**src/rtl/psi_pkg.sv**
```systemverilog
// Shared constants for the power module status indication block.
// Assumes a 100 MHz core clock and an 8-bit intake temperature in degC.
package psi_pkg;

	// Core clock rate
	localparam int CLK_MHZ = 100;

	// Blink half period, in ms; one hertz at fifty percent duty
	localparam real BLINK_HALF_MS = 500.0;
	localparam int BLINK_HALF_CYCLES = int'(BLINK_HALF_MS * 1000.0 * CLK_MHZ);
	localparam int BLINK_W = 26;

	// Least input-good pre-warning ahead of outputs-good, in ms
	localparam real EARLY_WARN_MS = 0.5;
	localparam int EARLY_WARN_CYCLES = int'(EARLY_WARN_MS * 1000.0 * CLK_MHZ);
	localparam int EARLY_W = 16;

	// Intake temperature thresholds, degC
	localparam int TEMP_W = 8;
	localparam logic [7:0] WARN_SET_C = 8'h4B;
	localparam logic [7:0] WARN_CLR_C = 8'h46;
	localparam logic [7:0] FAULT_SET_C = 8'h50;
	localparam logic [7:0] FAULT_CLR_C = 8'h4B;

	// Address strap decode: base | (level << 1)
	localparam int STRAP_W = 3;
	localparam logic [7:0] CTRL_ADDR_BASE = 8'hB0;
	localparam logic [7:0] EEPROM_ADDR_BASE = 8'hA0;

	// Open-drain data value while pulling low
	localparam logic OD_LOW = 1'b0;

	// Input-loss sequence, Gray coded along the usual path
	typedef enum logic [1:0]
	{
		PSI_LOSS_IDLE = 2'h0,
		PSI_LOSS_EARLY = 2'h1,
		PSI_LOSS_DOWN = 2'h3
	} psi_loss_t;

endpackage

```
**src/rtl/psi_thermal_if.sv**
```systemverilog
// Carrier between the status top and one thermal hysteresis comparator.
// Assumes the top drives the temperature and reads back the flag.
`timescale 1ns/1ps
interface psi_thermal_if;
	logic [psi_pkg::TEMP_W-1:0] temp; // Intake temperature, degC
	logic flag; // Threshold condition held with hysteresis

	modport src
	(
		output temp,
		input flag
	);
	modport hys
	(
		input temp,
		output flag
	);
endinterface

```
**src/rtl/psi_hysteresis.sv**
```systemverilog
// Threshold comparator with hysteresis on the intake temperature.
// Assumes temperature is synchronous to clk; SET_C is above CLR_C.
`timescale 1ns/1ps
module psi_hysteresis
#(
	parameter logic [7:0] SET_C = 8'h4B,
	parameter logic [7:0] CLR_C = 8'h46
)
(
	input wire logic clk,
	input wire logic reset_n,
	psi_thermal_if.hys th
);
	import psi_pkg::*;

	// All state of the comparator
	typedef struct packed
	{
		logic flag;
	} psi_hys_state_t;

	psi_hys_state_t st; // Registered state
	psi_hys_state_t next_st; // Next state

	// Set at or above SET_C, clear at or below CLR_C, else hold;
	// the dead band keeps the flag from chattering near one point
	always_comb
	begin
		next_st = st;
		if (th.temp >= SET_C)
			next_st.flag = 1'b1;
		else if (th.temp <= CLR_C)
			next_st.flag = 1'b0;
	end

	// State register
	always_ff @(posedge clk or negedge reset_n)
	begin
		if (!reset_n)
			st <= '0;
		else
			st <= next_st;
	end

	assign th.flag = st.flag;

	chk_hys_set: assert property (
		@(posedge clk) disable iff (!reset_n)
		(th.temp >= SET_C) |=> th.flag)
		else $error("hysteresis flag not set at threshold");
	chk_hys_clear: assert property (
		@(posedge clk) disable iff (!reset_n)
		(th.temp <= CLR_C) |=> !th.flag)
		else $error("hysteresis flag not cleared at recovery point");
	chk_hys_hold: assert property (
		@(posedge clk) disable iff (!reset_n)
		(th.temp > CLR_C && th.temp < SET_C) |=> $stable(th.flag))
		else $error("hysteresis flag moved inside the dead band");
endmodule

```
**src/rtl/psi_status_top.sv**
```systemverilog
// Status indication logic of the power module: LED, open-drain status
// lines, thermal warning and fault, address strap decode.
// Assumes all inputs are synchronous to clk; all but main_enable_n and addr_strap come from analog monitors.
`timescale 1ns/1ps
module psi_status_top
#(
	parameter int BLINK_CYCLES = psi_pkg::BLINK_HALF_CYCLES,
	parameter int EARLY_CYCLES = psi_pkg::EARLY_WARN_CYCLES
)
(
	input wire logic clk,
	input wire logic reset_n,
	input wire logic input_present,
	input wire logic input_in_limits,
	input wire logic standby_on,
	input wire logic main_output_on,
	input wire logic outputs_valid,
	input wire logic main_below_limit,
	input wire logic main_oc_warn,
	input wire logic main_uv_warn,
	input wire logic main_ov_warn,
	input wire logic fan_fault,
	input wire logic standby_oc_fault,
	input wire logic main_oc_fault,
	input wire logic main_ov_fault,
	input wire logic module_warning,
	input wire logic [psi_pkg::TEMP_W-1:0] intake_temp,
	input wire logic [psi_pkg::STRAP_W-1:0] addr_strap,
	input wire logic main_enable_n,
	output logic main_enable,
	output logic thermal_warning,
	output logic thermal_fault,
	output logic latched_fault,
	output logic led_green,
	output logic led_amber,
	output logic input_good_o,
	output logic input_good_oe,
	output logic outputs_good_flag_o,
	output logic outputs_good_flag_oe,
	output logic alert_n_o,
	output logic alert_n_oe,
	output logic [7:0] ctrl_addr,
	output logic [7:0] eeprom_addr
);
	import psi_pkg::*;

	// Counter end values at the counters' own widths
	localparam logic [BLINK_W-1:0] BLINK_LAST = BLINK_W'(BLINK_CYCLES - 1);
	localparam logic [EARLY_W-1:0] EARLY_LAST = EARLY_W'(EARLY_CYCLES - 1);

	// All state of the block apart from the two thermal comparator flags
	typedef struct packed
	{
		psi_loss_t loss; // Input-loss sequence
		logic [EARLY_W-1:0] early_cnt; // Pre-warning timer
		logic [BLINK_W-1:0] blink_cnt; // Blink half-period timer
		logic blink_on; // Blink phase
		logic enable_n_prev; // Last main-enable level
		logic latched; // Latched main output fault
		logic main_on; // Main output enable to power stage
		logic strap_done; // Strap has been captured
		logic input_good; // Input-good line level
		logic outputs_good; // Outputs-good line level
		logic alert_act; // Alert pulled low
		logic green; // Green element lit
		logic amber; // Amber element lit
		logic [7:0] ctrl_addr; // Controller target address
		logic [7:0] eeprom_addr; // EEPROM target address
	} psi_state_t;

	psi_state_t st; // Registered state
	psi_state_t next_st; // Next state

	logic input_ok; // Input present and within limits
	logic module_off; // No input and no standby
	logic amber_solid; // Any cause for solid amber
	logic alert_cause; // Any warning or fault
	logic enable_toggle; // Main-enable changed level
	logic fault_event; // Latching main output fault seen

	psi_thermal_if warn_if (); // Warning comparator link
	psi_thermal_if fault_if (); // Fault comparator link

	assign warn_if.temp = intake_temp;
	assign fault_if.temp = intake_temp;

	// Warning: set 75C, clear 70C
	psi_hysteresis #(.SET_C(WARN_SET_C), .CLR_C(WARN_CLR_C)) u_warn
	(
		.clk(clk),
		.reset_n(reset_n),
		.th(warn_if)
	);

	// Fault: set 80C, clear 75C, restarts on its own
	psi_hysteresis #(.SET_C(FAULT_SET_C), .CLR_C(FAULT_CLR_C)) u_fault
	(
		.clk(clk),
		.reset_n(reset_n),
		.th(fault_if)
	);

	// Condition decode, all from current inputs and state
	always_comb
	begin
		input_ok = input_present && input_in_limits;
		module_off = !input_present && !standby_on;
		amber_solid = main_oc_warn || main_uv_warn ||
			main_ov_warn || fan_fault || standby_oc_fault ||
			main_oc_fault || main_ov_fault || warn_if.flag ||
			fault_if.flag || st.latched;
		alert_cause = amber_solid || module_warning;
		enable_toggle = (main_enable_n != st.enable_n_prev);
		fault_event = main_oc_fault || main_ov_fault;
	end

	// Next state
	always_comb
	begin
		next_st = st;
		// Free-running blink timebase shared by both colours
		if (st.blink_cnt >= BLINK_LAST)
		begin
			next_st.blink_cnt = '0;
			next_st.blink_on = !st.blink_on;
		end
		else
			next_st.blink_cnt = st.blink_cnt + 1'b1;

		// Latched faults: a new fault wins over a toggle in one cycle
		next_st.enable_n_prev = main_enable_n;
		if (fault_event)
			next_st.latched = 1'b1;
		else if (enable_toggle)
			next_st.latched = 1'b0;

		// Main on only when host asks and nothing blocks it
		next_st.main_on = !main_enable_n && !fault_if.flag &&
			!st.latched;

		// Input loss: hold outputs-good up for the pre-warning time
		case (st.loss)
			PSI_LOSS_IDLE:
			begin
				if (!input_ok)
				begin
					next_st.loss = PSI_LOSS_EARLY;
					next_st.early_cnt = '0;
				end
			end
			PSI_LOSS_EARLY:
			begin
				if (input_ok)
					next_st.loss = PSI_LOSS_IDLE;
				else if (st.early_cnt >= EARLY_LAST)
					next_st.loss = PSI_LOSS_DOWN;
				else
					next_st.early_cnt = st.early_cnt + 1'b1;
			end
			PSI_LOSS_DOWN:
			begin
				if (input_ok)
					next_st.loss = PSI_LOSS_IDLE;
			end
			default:
			begin
				next_st.loss = PSI_LOSS_IDLE;
			end
		endcase

		// Status line levels
		next_st.input_good = input_ok;
		next_st.outputs_good = outputs_valid &&
			!main_below_limit &&
			(next_st.loss != PSI_LOSS_DOWN);
		next_st.alert_act = alert_cause;

		// LED priority: off, solid amber, blink amber, green
		if (module_off)
		begin
			next_st.green = 1'b0;
			next_st.amber = 1'b0;
		end
		else if (amber_solid)
		begin
			next_st.green = 1'b0;
			next_st.amber = 1'b1;
		end
		else if (module_warning)
		begin
			next_st.green = 1'b0;
			next_st.amber = st.blink_on;
		end
		else if (standby_on && main_output_on)
		begin
			next_st.green = 1'b1;
			next_st.amber = 1'b0;
		end
		else if (standby_on && input_ok)
		begin
			next_st.green = st.blink_on;
			next_st.amber = 1'b0;
		end
		else
		begin
			next_st.green = 1'b0;
			next_st.amber = 1'b0;
		end

		// Strap is read once after reset; a moving strap is ignored
		if (!st.strap_done)
		begin
			next_st.strap_done = 1'b1;
			next_st.ctrl_addr = CTRL_ADDR_BASE | {4'h0, addr_strap, 1'b0};
			next_st.eeprom_addr = EEPROM_ADDR_BASE | {4'h0, addr_strap, 1'b0};
		end
	end

	// State register
	always_ff @(posedge clk or negedge reset_n)
	begin
		if (!reset_n)
			st <= '0;
		else
			st <= next_st;
	end

	// Outputs; open-drain lines only ever pull low
	assign main_enable = st.main_on;
	assign thermal_warning = warn_if.flag;
	assign thermal_fault = fault_if.flag;
	assign latched_fault = st.latched;
	assign led_green = st.green;
	assign led_amber = st.amber;
	assign input_good_o = OD_LOW;
	assign input_good_oe = !st.input_good;
	assign outputs_good_flag_o = OD_LOW;
	assign outputs_good_flag_oe = !st.outputs_good;
	assign alert_n_o = OD_LOW;
	assign alert_n_oe = st.alert_act;
	assign ctrl_addr = st.ctrl_addr;
	assign eeprom_addr = st.eeprom_addr;

	chk_led_dark_off: assert property (
		@(posedge clk) disable iff (!reset_n)
		module_off |=> (!led_green && !led_amber))
		else $error("LED lit while module fully off");
	chk_green_solid_on: assert property (
		@(posedge clk) disable iff (!reset_n)
		(!module_off && !alert_cause && standby_on && main_output_on)
		|=> led_green)
		else $error("green not solid with both rails on");
	chk_green_blink: assert property (
		@(posedge clk) disable iff (!reset_n)
		(!module_off && !alert_cause && standby_on && !main_output_on &&
		input_ok) |=> (led_green == $past(st.blink_on)))
		else $error("green not following blink phase");
	chk_amber_over_green: assert property (
		@(posedge clk) disable iff (!reset_n)
		(!module_off && amber_solid) |=> (led_amber && !led_green))
		else $error("amber not solid or green not dark");
	chk_amber_blink: assert property (
		@(posedge clk) disable iff (!reset_n)
		(!module_off && !amber_solid && module_warning)
		|=> (led_amber == $past(st.blink_on)) && !led_green)
		else $error("amber not blinking on module warning");
	chk_addr_pair: assert property (
		@(posedge clk) disable iff (!reset_n)
		st.strap_done |-> (ctrl_addr[0] == 1'b0 &&
		ctrl_addr[3:0] == eeprom_addr[3:0] &&
		ctrl_addr[7:4] == CTRL_ADDR_BASE[7:4] &&
		eeprom_addr[7:4] == EEPROM_ADDR_BASE[7:4]))
		else $error("target addresses not decoded as a pair");
	chk_input_good_lvl: assert property (
		@(posedge clk) disable iff (!reset_n)
		1'b1 |=> (input_good_oe == !$past(input_ok)))
		else $error("input-good line not tracking input");
	chk_early_warn: assert property (
		@(posedge clk) disable iff (!reset_n)
		(st.loss == PSI_LOSS_EARLY && next_st.loss == PSI_LOSS_DOWN)
		|-> (st.early_cnt == EARLY_LAST))
		else $error("outputs-good dropped before pre-warning time");
	chk_outputs_good: assert property (
		@(posedge clk) disable iff (!reset_n)
		(!outputs_valid || main_below_limit) |=> outputs_good_flag_oe)
		else $error("outputs-good not low on failed output");
	chk_alert_follow: assert property (
		@(posedge clk) disable iff (!reset_n)
		1'b1 |=> (alert_n_oe == $past(alert_cause)))
		else $error("alert not following its cause");
	chk_fault_clear: assert property (
		@(posedge clk) disable iff (!reset_n)
		(enable_toggle && !fault_event) |=> !latched_fault)
		else $error("latched fault not cleared by enable toggle");
	chk_shutdown: assert property (
		@(posedge clk) disable iff (!reset_n)
		fault_if.flag |=> !main_enable)
		else $error("main output on during thermal fault");
endmodule

```
**config.mk**
```make
export PLATFORM = sky130hd
export DESIGN_NAME = psi_status_top
export DESIGN_NICKNAME = d
export VERILOG_FILES = /design/src/rtl/psi_pkg.sv /design/src/rtl/psi_thermal_if.sv /design/src/rtl/psi_hysteresis.sv /design/src/rtl/psi_status_top.sv
export SDC_FILE = /design/constraint.sdc
export NUM_CORES = 1
export LEC_CHECK = 0
export BUFFER_PORTS_ARGS = -buffer_cell sky130_fd_sc_hd__buf_2
export CAP_MARGIN = 10
export CORE_AREA = 10 10 95 97
export CTS_BUF_LIST = sky130_fd_sc_hd__clkbuf_2 sky130_fd_sc_hd__clkbuf_4 sky130_fd_sc_hd__clkbuf_8
export CTS_CLUSTER_SIZE = 20
export DETAILED_ROUTE_END_ITERATION = 8
export DIE_AREA = 0 0 105 107
export HOLD_SLACK_MARGIN = 0.08
export PLACE_DENSITY_LB_ADDON = 0.2
export SLEW_MARGIN = 20
export SYNTH_ARGS = -nofsm -noshare
export SYNTH_HDL_FRONTEND = slang
export SYNTH_HIERARCHICAL = 1
export SYNTH_SLANG_ARGS = --single-unit
```
**constraint.sdc**
```tcl
create_clock -name clk -period 2 [get_ports clk]
set_input_delay 0.3 -clock clk [delete_from_list [all_inputs] [get_ports clk]]
set_output_delay 0.3 -clock clk [all_outputs]
set_load 0.05 [all_outputs]
```
* Word level (Yosys, flattened, before mapping)
Cells that the tools add are included.
** Storage, ports and cells
- Register bits after elaboration :: 64
- Input port bits :: 28
- Output and inout bits :: 28
- Word-level logic and storage cells :: 86
** Operators by class
- $add $sub $neg :: 2
- Order comparisons :: 6
- Equality and inequality tests :: 7
- Muxes and demuxes :: 20
- Reduce and logical (&&, ||, !) cells :: 34
** Operator list (count)
- 16-bit two-way mux :: 2
- 16-bit case mux with 2 select lines :: 1
- 26-bit by 1-bit adder with 26-bit output, second input constant :: 1
- 26-bit greater-or-equal comparator, second input constant :: 1
- 26-bit two-way mux :: 1
- 18-bit two-way mux :: 1
- 16-bit by 1-bit adder with 16-bit output, second input constant :: 1
- 16-bit greater-or-equal comparator, second input constant :: 1
- 8-bit by 7-bit greater-or-equal comparator with 1-bit output, second input constant :: 2
- 8-bit by 7-bit <= comparator with 1-bit output, second input constant :: 2
- 2-bit two-way mux :: 8
- 1-bit logical OR :: 11
- 1-bit logical NOT :: 9
- 1-bit logical AND :: 8
- 2-bit inequality test, second input constant :: 4
- 2-bit nonzero test :: 4
- 1-bit two-way mux :: 6
- 2-bit case mux with 3 select lines :: 1
- 4-bit AND reduction :: 1
- 2-bit by 1-bit == test with 1-bit output, second input constant :: 1
- 2-bit == test, second input constant :: 1
- 2-bit logical NOT :: 1
- 1-bit inequality test :: 1

* Depth between registers and ports, before layout
- Depth in word-level cells :: 11
- Depth in mapped cells :: 7
- Mapped depth without buffers :: 6

* Modules after synthesis
Netlist, hierarchy kept.
** Modules (own cells, without submodules)
- psi_status_top :: instances 1, cells an instance 316, area each 3050.4 um^2, sequential area each 1451.4 um^2
- psi_hysteresis at u_warn :: instances 1, cells an instance 7, area each 57.6 um^2, sequential area each 25.0 um^2
- psi_hysteresis at u_fault :: instances 1, cells an instance 3, area each 42.5 um^2, sequential area each 25.0 um^2

* Least setup slack after synthesis
Ideal clock, no wire load.
- Path type :: reg2reg
- From :: reg st[52] (netlist bit)
- To :: reg st[63] (netlist bit)
- Library setup time :: 0.126 ns
- Arrival time :: 1.768 ns
- Data required time :: 1.874 ns
- Path slack :: 0.106 ns
- Cell stages (with the launch flop) :: 8
- Buffers on the path :: 1
- Clock period less this slack :: 1.894 ns
- Cells stage by stage :: dfrtp_1 ha_1 nand3_1 a2111oi_4 or2_1 buf_2 nor3_1 a221o_1
** On the way
- Cells in the longest elaborated chain, start to end :: 4
- Elaborated cells on any way between the ends :: 7
- Classes of those cells :: 1 x add/sub; 1 x order compare; 1 x eq/ne; 3 x mux; 1 x reduce/logical
** Ends and longest elaborated chain
- from (decl) :: RTL line psi_status_top.sv:71 : psi_state_t st;
- from (signal assigned) :: RTL line psi_status_top.sv:225 : st <= next_st;
- 16-bit by 1-bit adder with 16-bit output :: RTL line psi_status_top.sv:158 : next_st.early_cnt = st.early_cnt + 1'b1;
- 16-bit two-way mux :: RTL line psi_status_top.sv:155 : else if (st.early_cnt >= EARLY_LAST)
- 16-bit two-way mux :: RTL line psi_status_top.sv:153 : if (input_ok)
- 16-bit case mux with 2 select lines :: RTL line psi_status_top.sv:142 : case (st.loss)
Several ways; a longest one is shown, not always the timed one. The select of a mux whose other input is x is not followed.
A chain may end at the register's enable or synchronous reset.

* Worst setup path after layout
- From :: reg st[65] (netlist bit)
- To :: reg st[57] (netlist bit)
** On the way
- Cells in the longest elaborated chain, start to end :: 3
** Ends and longest elaborated chain (RTL line)
- 16-bit greater-or-equal comparator :: psi_status_top.sv:155
- 2-bit inequality test (no line)
- 4-bit AND reduction (no line)
No other way between the ends.

==> results.sh <==
export IMPL_path_class="register to register"
export IMPL_core_um2=7137
export IMPL_finalWorstSetupSlack_ns=0.1207
export IMPL_die_height_um=107
export IMPL_hpwl_um=5197
export IMPL_cts_tree="done"
export IMPL_core_rowCount=31
export IMPL_vias=2502
export IMPL_hold_viol=0
export IMPL_clk_latency_ns=0.33
export IMPL_final_net_count=414
export IMPL_clkSinkCount=60
export IMPL_critPathLaunch="st[65]"
export IMPL_cts_max_path_buffers=2
export IMPL_power_density_nw_per_um2=765.8
export IMPL_vias_per_cell=5.127
export IMPL_seq_area_frac_synth_pct=47.66
export IMPL_placedCellCount=471
export IMPL_synth_largest_area_cell="dfrtp_1"
export IMPL_grt_usage_pct=12.63
export IMPL_dieWidth_um=105
export IMPL_drtIter0Drc=122
export IMPL_area_growth_pct=18.67
export IMPL_finalCritPeriodShare_pct=93.96
export IMPL_slew_violations=0
export IMPL_ir_drop_v=0.0003712
export IMPL_max_clock_freq_mhz=532.1
export IMPL_grt_pass1_wl_um=11850
export IMPL_postCtsSetupRepairBufs=0
export IMPL_start_kind="register"
export IMPL_ant_nets=0
export IMPL_grt_overflow_total=0
export IMPL_clockRootBuffer="clkbuf_8"
export IMPL_power_mw=2.863
export IMPL_ys_ff_latch=60
export IMPL_preCtsSetupSlack_ns=-0.005142
export IMPL_cp_max_fo=8
export IMPL_htree_levels=3
export IMPL_drive_gt1_share_pct=26.48
export IMPL_critPathTopFamily="simple AND/OR/NAND/NOR gates"
export IMPL_synth_top_cell_area_share_pct=47.66
export IMPL_clk_pin_slew_ns=0.07
export IMPL_cpPeakStageDelay_ns=0.42
export IMPL_grt_pass1_vias=2513
export IMPL_p_leak_nw=1.672
export IMPL_rsz0062_at_grt="no"
export IMPL_slowest_stage="dfrtp_1"
export IMPL_maxCapViolations=0
export IMPL_path_cells="nor4_1 > nor2_1 > or2_4 > buf_4 > o311ai_0 > o211ai_1"
export IMPL_reg2reg_from="st[65]"
export IMPL_antenna_found_initial=0
export IMPL_final_util_pct=52.38
export IMPL_first_pass_iters=4
export IMPL_setup_viol=0
export IMPL_diodes=0
export IMPL_arrival_ns=2.08
export IMPL_critPathBufInv=1
export IMPL_hold_start="main_enable_n"
export IMPL_dieArea_um2=11240
export IMPL_fin_skew_ns=0.005591
export IMPL_slew_headroom_pct=65.99
export IMPL_final_cells=488
export IMPL_initial_core_util_pct=44.14
export IMPL_syn_inst=326
export IMPL_io_buffers=47
export IMPL_numCtsBuffers=9
export IMPL_worstHoldPathType="primary input to register"
export IMPL_status="finished clean"
export IMPL_ioPinCount=56
export IMPL_gp_congestion=0.8393
export IMPL_tightestPinTransition_ns=0.5102
export IMPL_syn_avg_cell_area_um2=9.664
export IMPL_drc=0
export IMPL_routedWlPerCell_um=14.39
export IMPL_ys_types=50
export IMPL_synth_area_top_cells="dfrtp_1, xor2_1, nor2_1"
export IMPL_synth_area_um2=3151
export IMPL_period_needed_ns=1.879
export IMPL_grt_max_degree=41
export IMPL_drt_total_wl_um=7021
export IMPL_ys_warnings_count=6
export IMPL_cp_end_kind="register"
export IMPL_critPathRequiredTime_ns=2.20
registers in the layout, summed over array words and instances, names as in the netlist:
register / cells
st: 49
eeprom_addr: 4
alert_n_oe: 1
latched_fault: 1
led_amber: 1
led_green: 1
main_enable: 1
u_fault/th.flag: 1
u_warn/th.flag: 1
cells by family (layout without fill, tap and decap cells):
| logic type | count (synthesis) | in the layout | synth area share, % |
|---|---|---|---|
| buffers and inverters | 36 | 92 | 7.148 |
| DFF | 60 | 60 | 47.66 |
| xor gates and xnor gates | 25 | 25 | 6.950 |
| muxes | 3 | 3 | 1.072 |
| AOI/OAI and AO/OA | 46 | 46 | 11.48 |
| adders and majority gates | 2 | 2 | 0.7942 |
| other | 2 | 9 | 0.2384 |
| and+or+nand+nor | 152 | 152 | 24.66 |
power breakdown:
group	leakage (nW)	switching (mW)	internal, mW
Combinational	0.813	0.285	0.185
Sequential	0.770	0.111	1.29
Clock	0.0892	0.483	0.507
repair_timing:
| item | CTS | global route |
|---|---|---|
| resized for setup | 1 | 8 |
| endpoints found under the setup margin | 1 | 11 |
| hold buffers | 1 | 0 |
| endpoints found under the hold margin | 20 | 0 |
cells in the mapped netlist (all sizes together):
library cell  number
dfrtp             60
nor2              42
nand2             34
buf               24
xor2              19
nand3             16
nand4             14
a21oi             12
nor3              12
nor4               7
o211ai             7
clkbuf             6
xnor2              6
inv                5
or3                5
and3               4
and4               4
o21ai              4
o311ai             4
a21o               3
a221o              3
a311oi             3
mux2               3
nor3b              3
or2                3
a31oi              2
and2               2
conb               2
ha                 2
nand2b             2
nand4b             2
a2111oi            1
a22oi              1
a2bb2oi            1
a311o              1
a41o               1
clkinv             1
nor2b              1
o21bai             1
o311a              1
o31ai              1
or4b               1
layout make-up:
class	instances	area (um2)
clock buffers	12	152.6
clock inverters	4	25.02
fillers	709	3398
inverters	6	22.52
multi-input cells	237	1478
flip-flops and latches	60	1501
well taps	99	123.9
repair buffers	70	435.4
placed cells by master (no fill, tap or decap), drive strengths merged, types with 2 or more instances in the layout:
cell / count
buf: 69
dfrtp: 60
nor2: 42
nand2: 34
xor2: 19
nand3: 16
nand4: 14
a21oi: 12
nor3: 12
clkbuf: 12
conb: 9
o211ai: 7
nor4: 7
xnor2: 6
inv: 5
or3: 5
and4: 4
o311ai: 4
and3: 4
o21ai: 4
nor3b: 3
mux2: 3
a21o: 3
a221o: 3
or2: 3
a311oi: 3
clkinv: 3
and2: 2
a31oi: 2
nand2b: 2
nand4b: 2
clkinvlp: 2
ha: 2
path summary, 6_finish.rpt:
check | endpoint | slack (ns) | cells past startpoint
max | st[57] | 0.12 | 6
min | st[24] | 0.11 | 1
max reg2reg | st[57] | 0.12 | 6
min reg2reg | st[50] | 0.48 | 1
max in group asynchronous | st[58] | 0.95 | 3
min in group asynchronous | st[41] | 0.47 | 2
through the flow:
step	setup TNS, ns	hold slack [ns]	area [um2]
floorplan	0	0.004409	3177
global placement	0	0.3053	3523
detailed placement	-0.008490	0.3084	3523
CTS	0	0.09902	3714
global route	0	0.09613	3739
finish	0	0.1133	3739
metal layers:
layer / track usage (%) / vias to the layer above / share of wire (%)
met5: 0 / - / 0
met4: 4.216 / 0 / 1.1
met3: 5.329 / 8 / 6.9
met2: 19.90 / 55 / 45
met1: 15.28 / 1189 / 47
li1: - / 1250 / -
(Power assumes the default switching activity.)
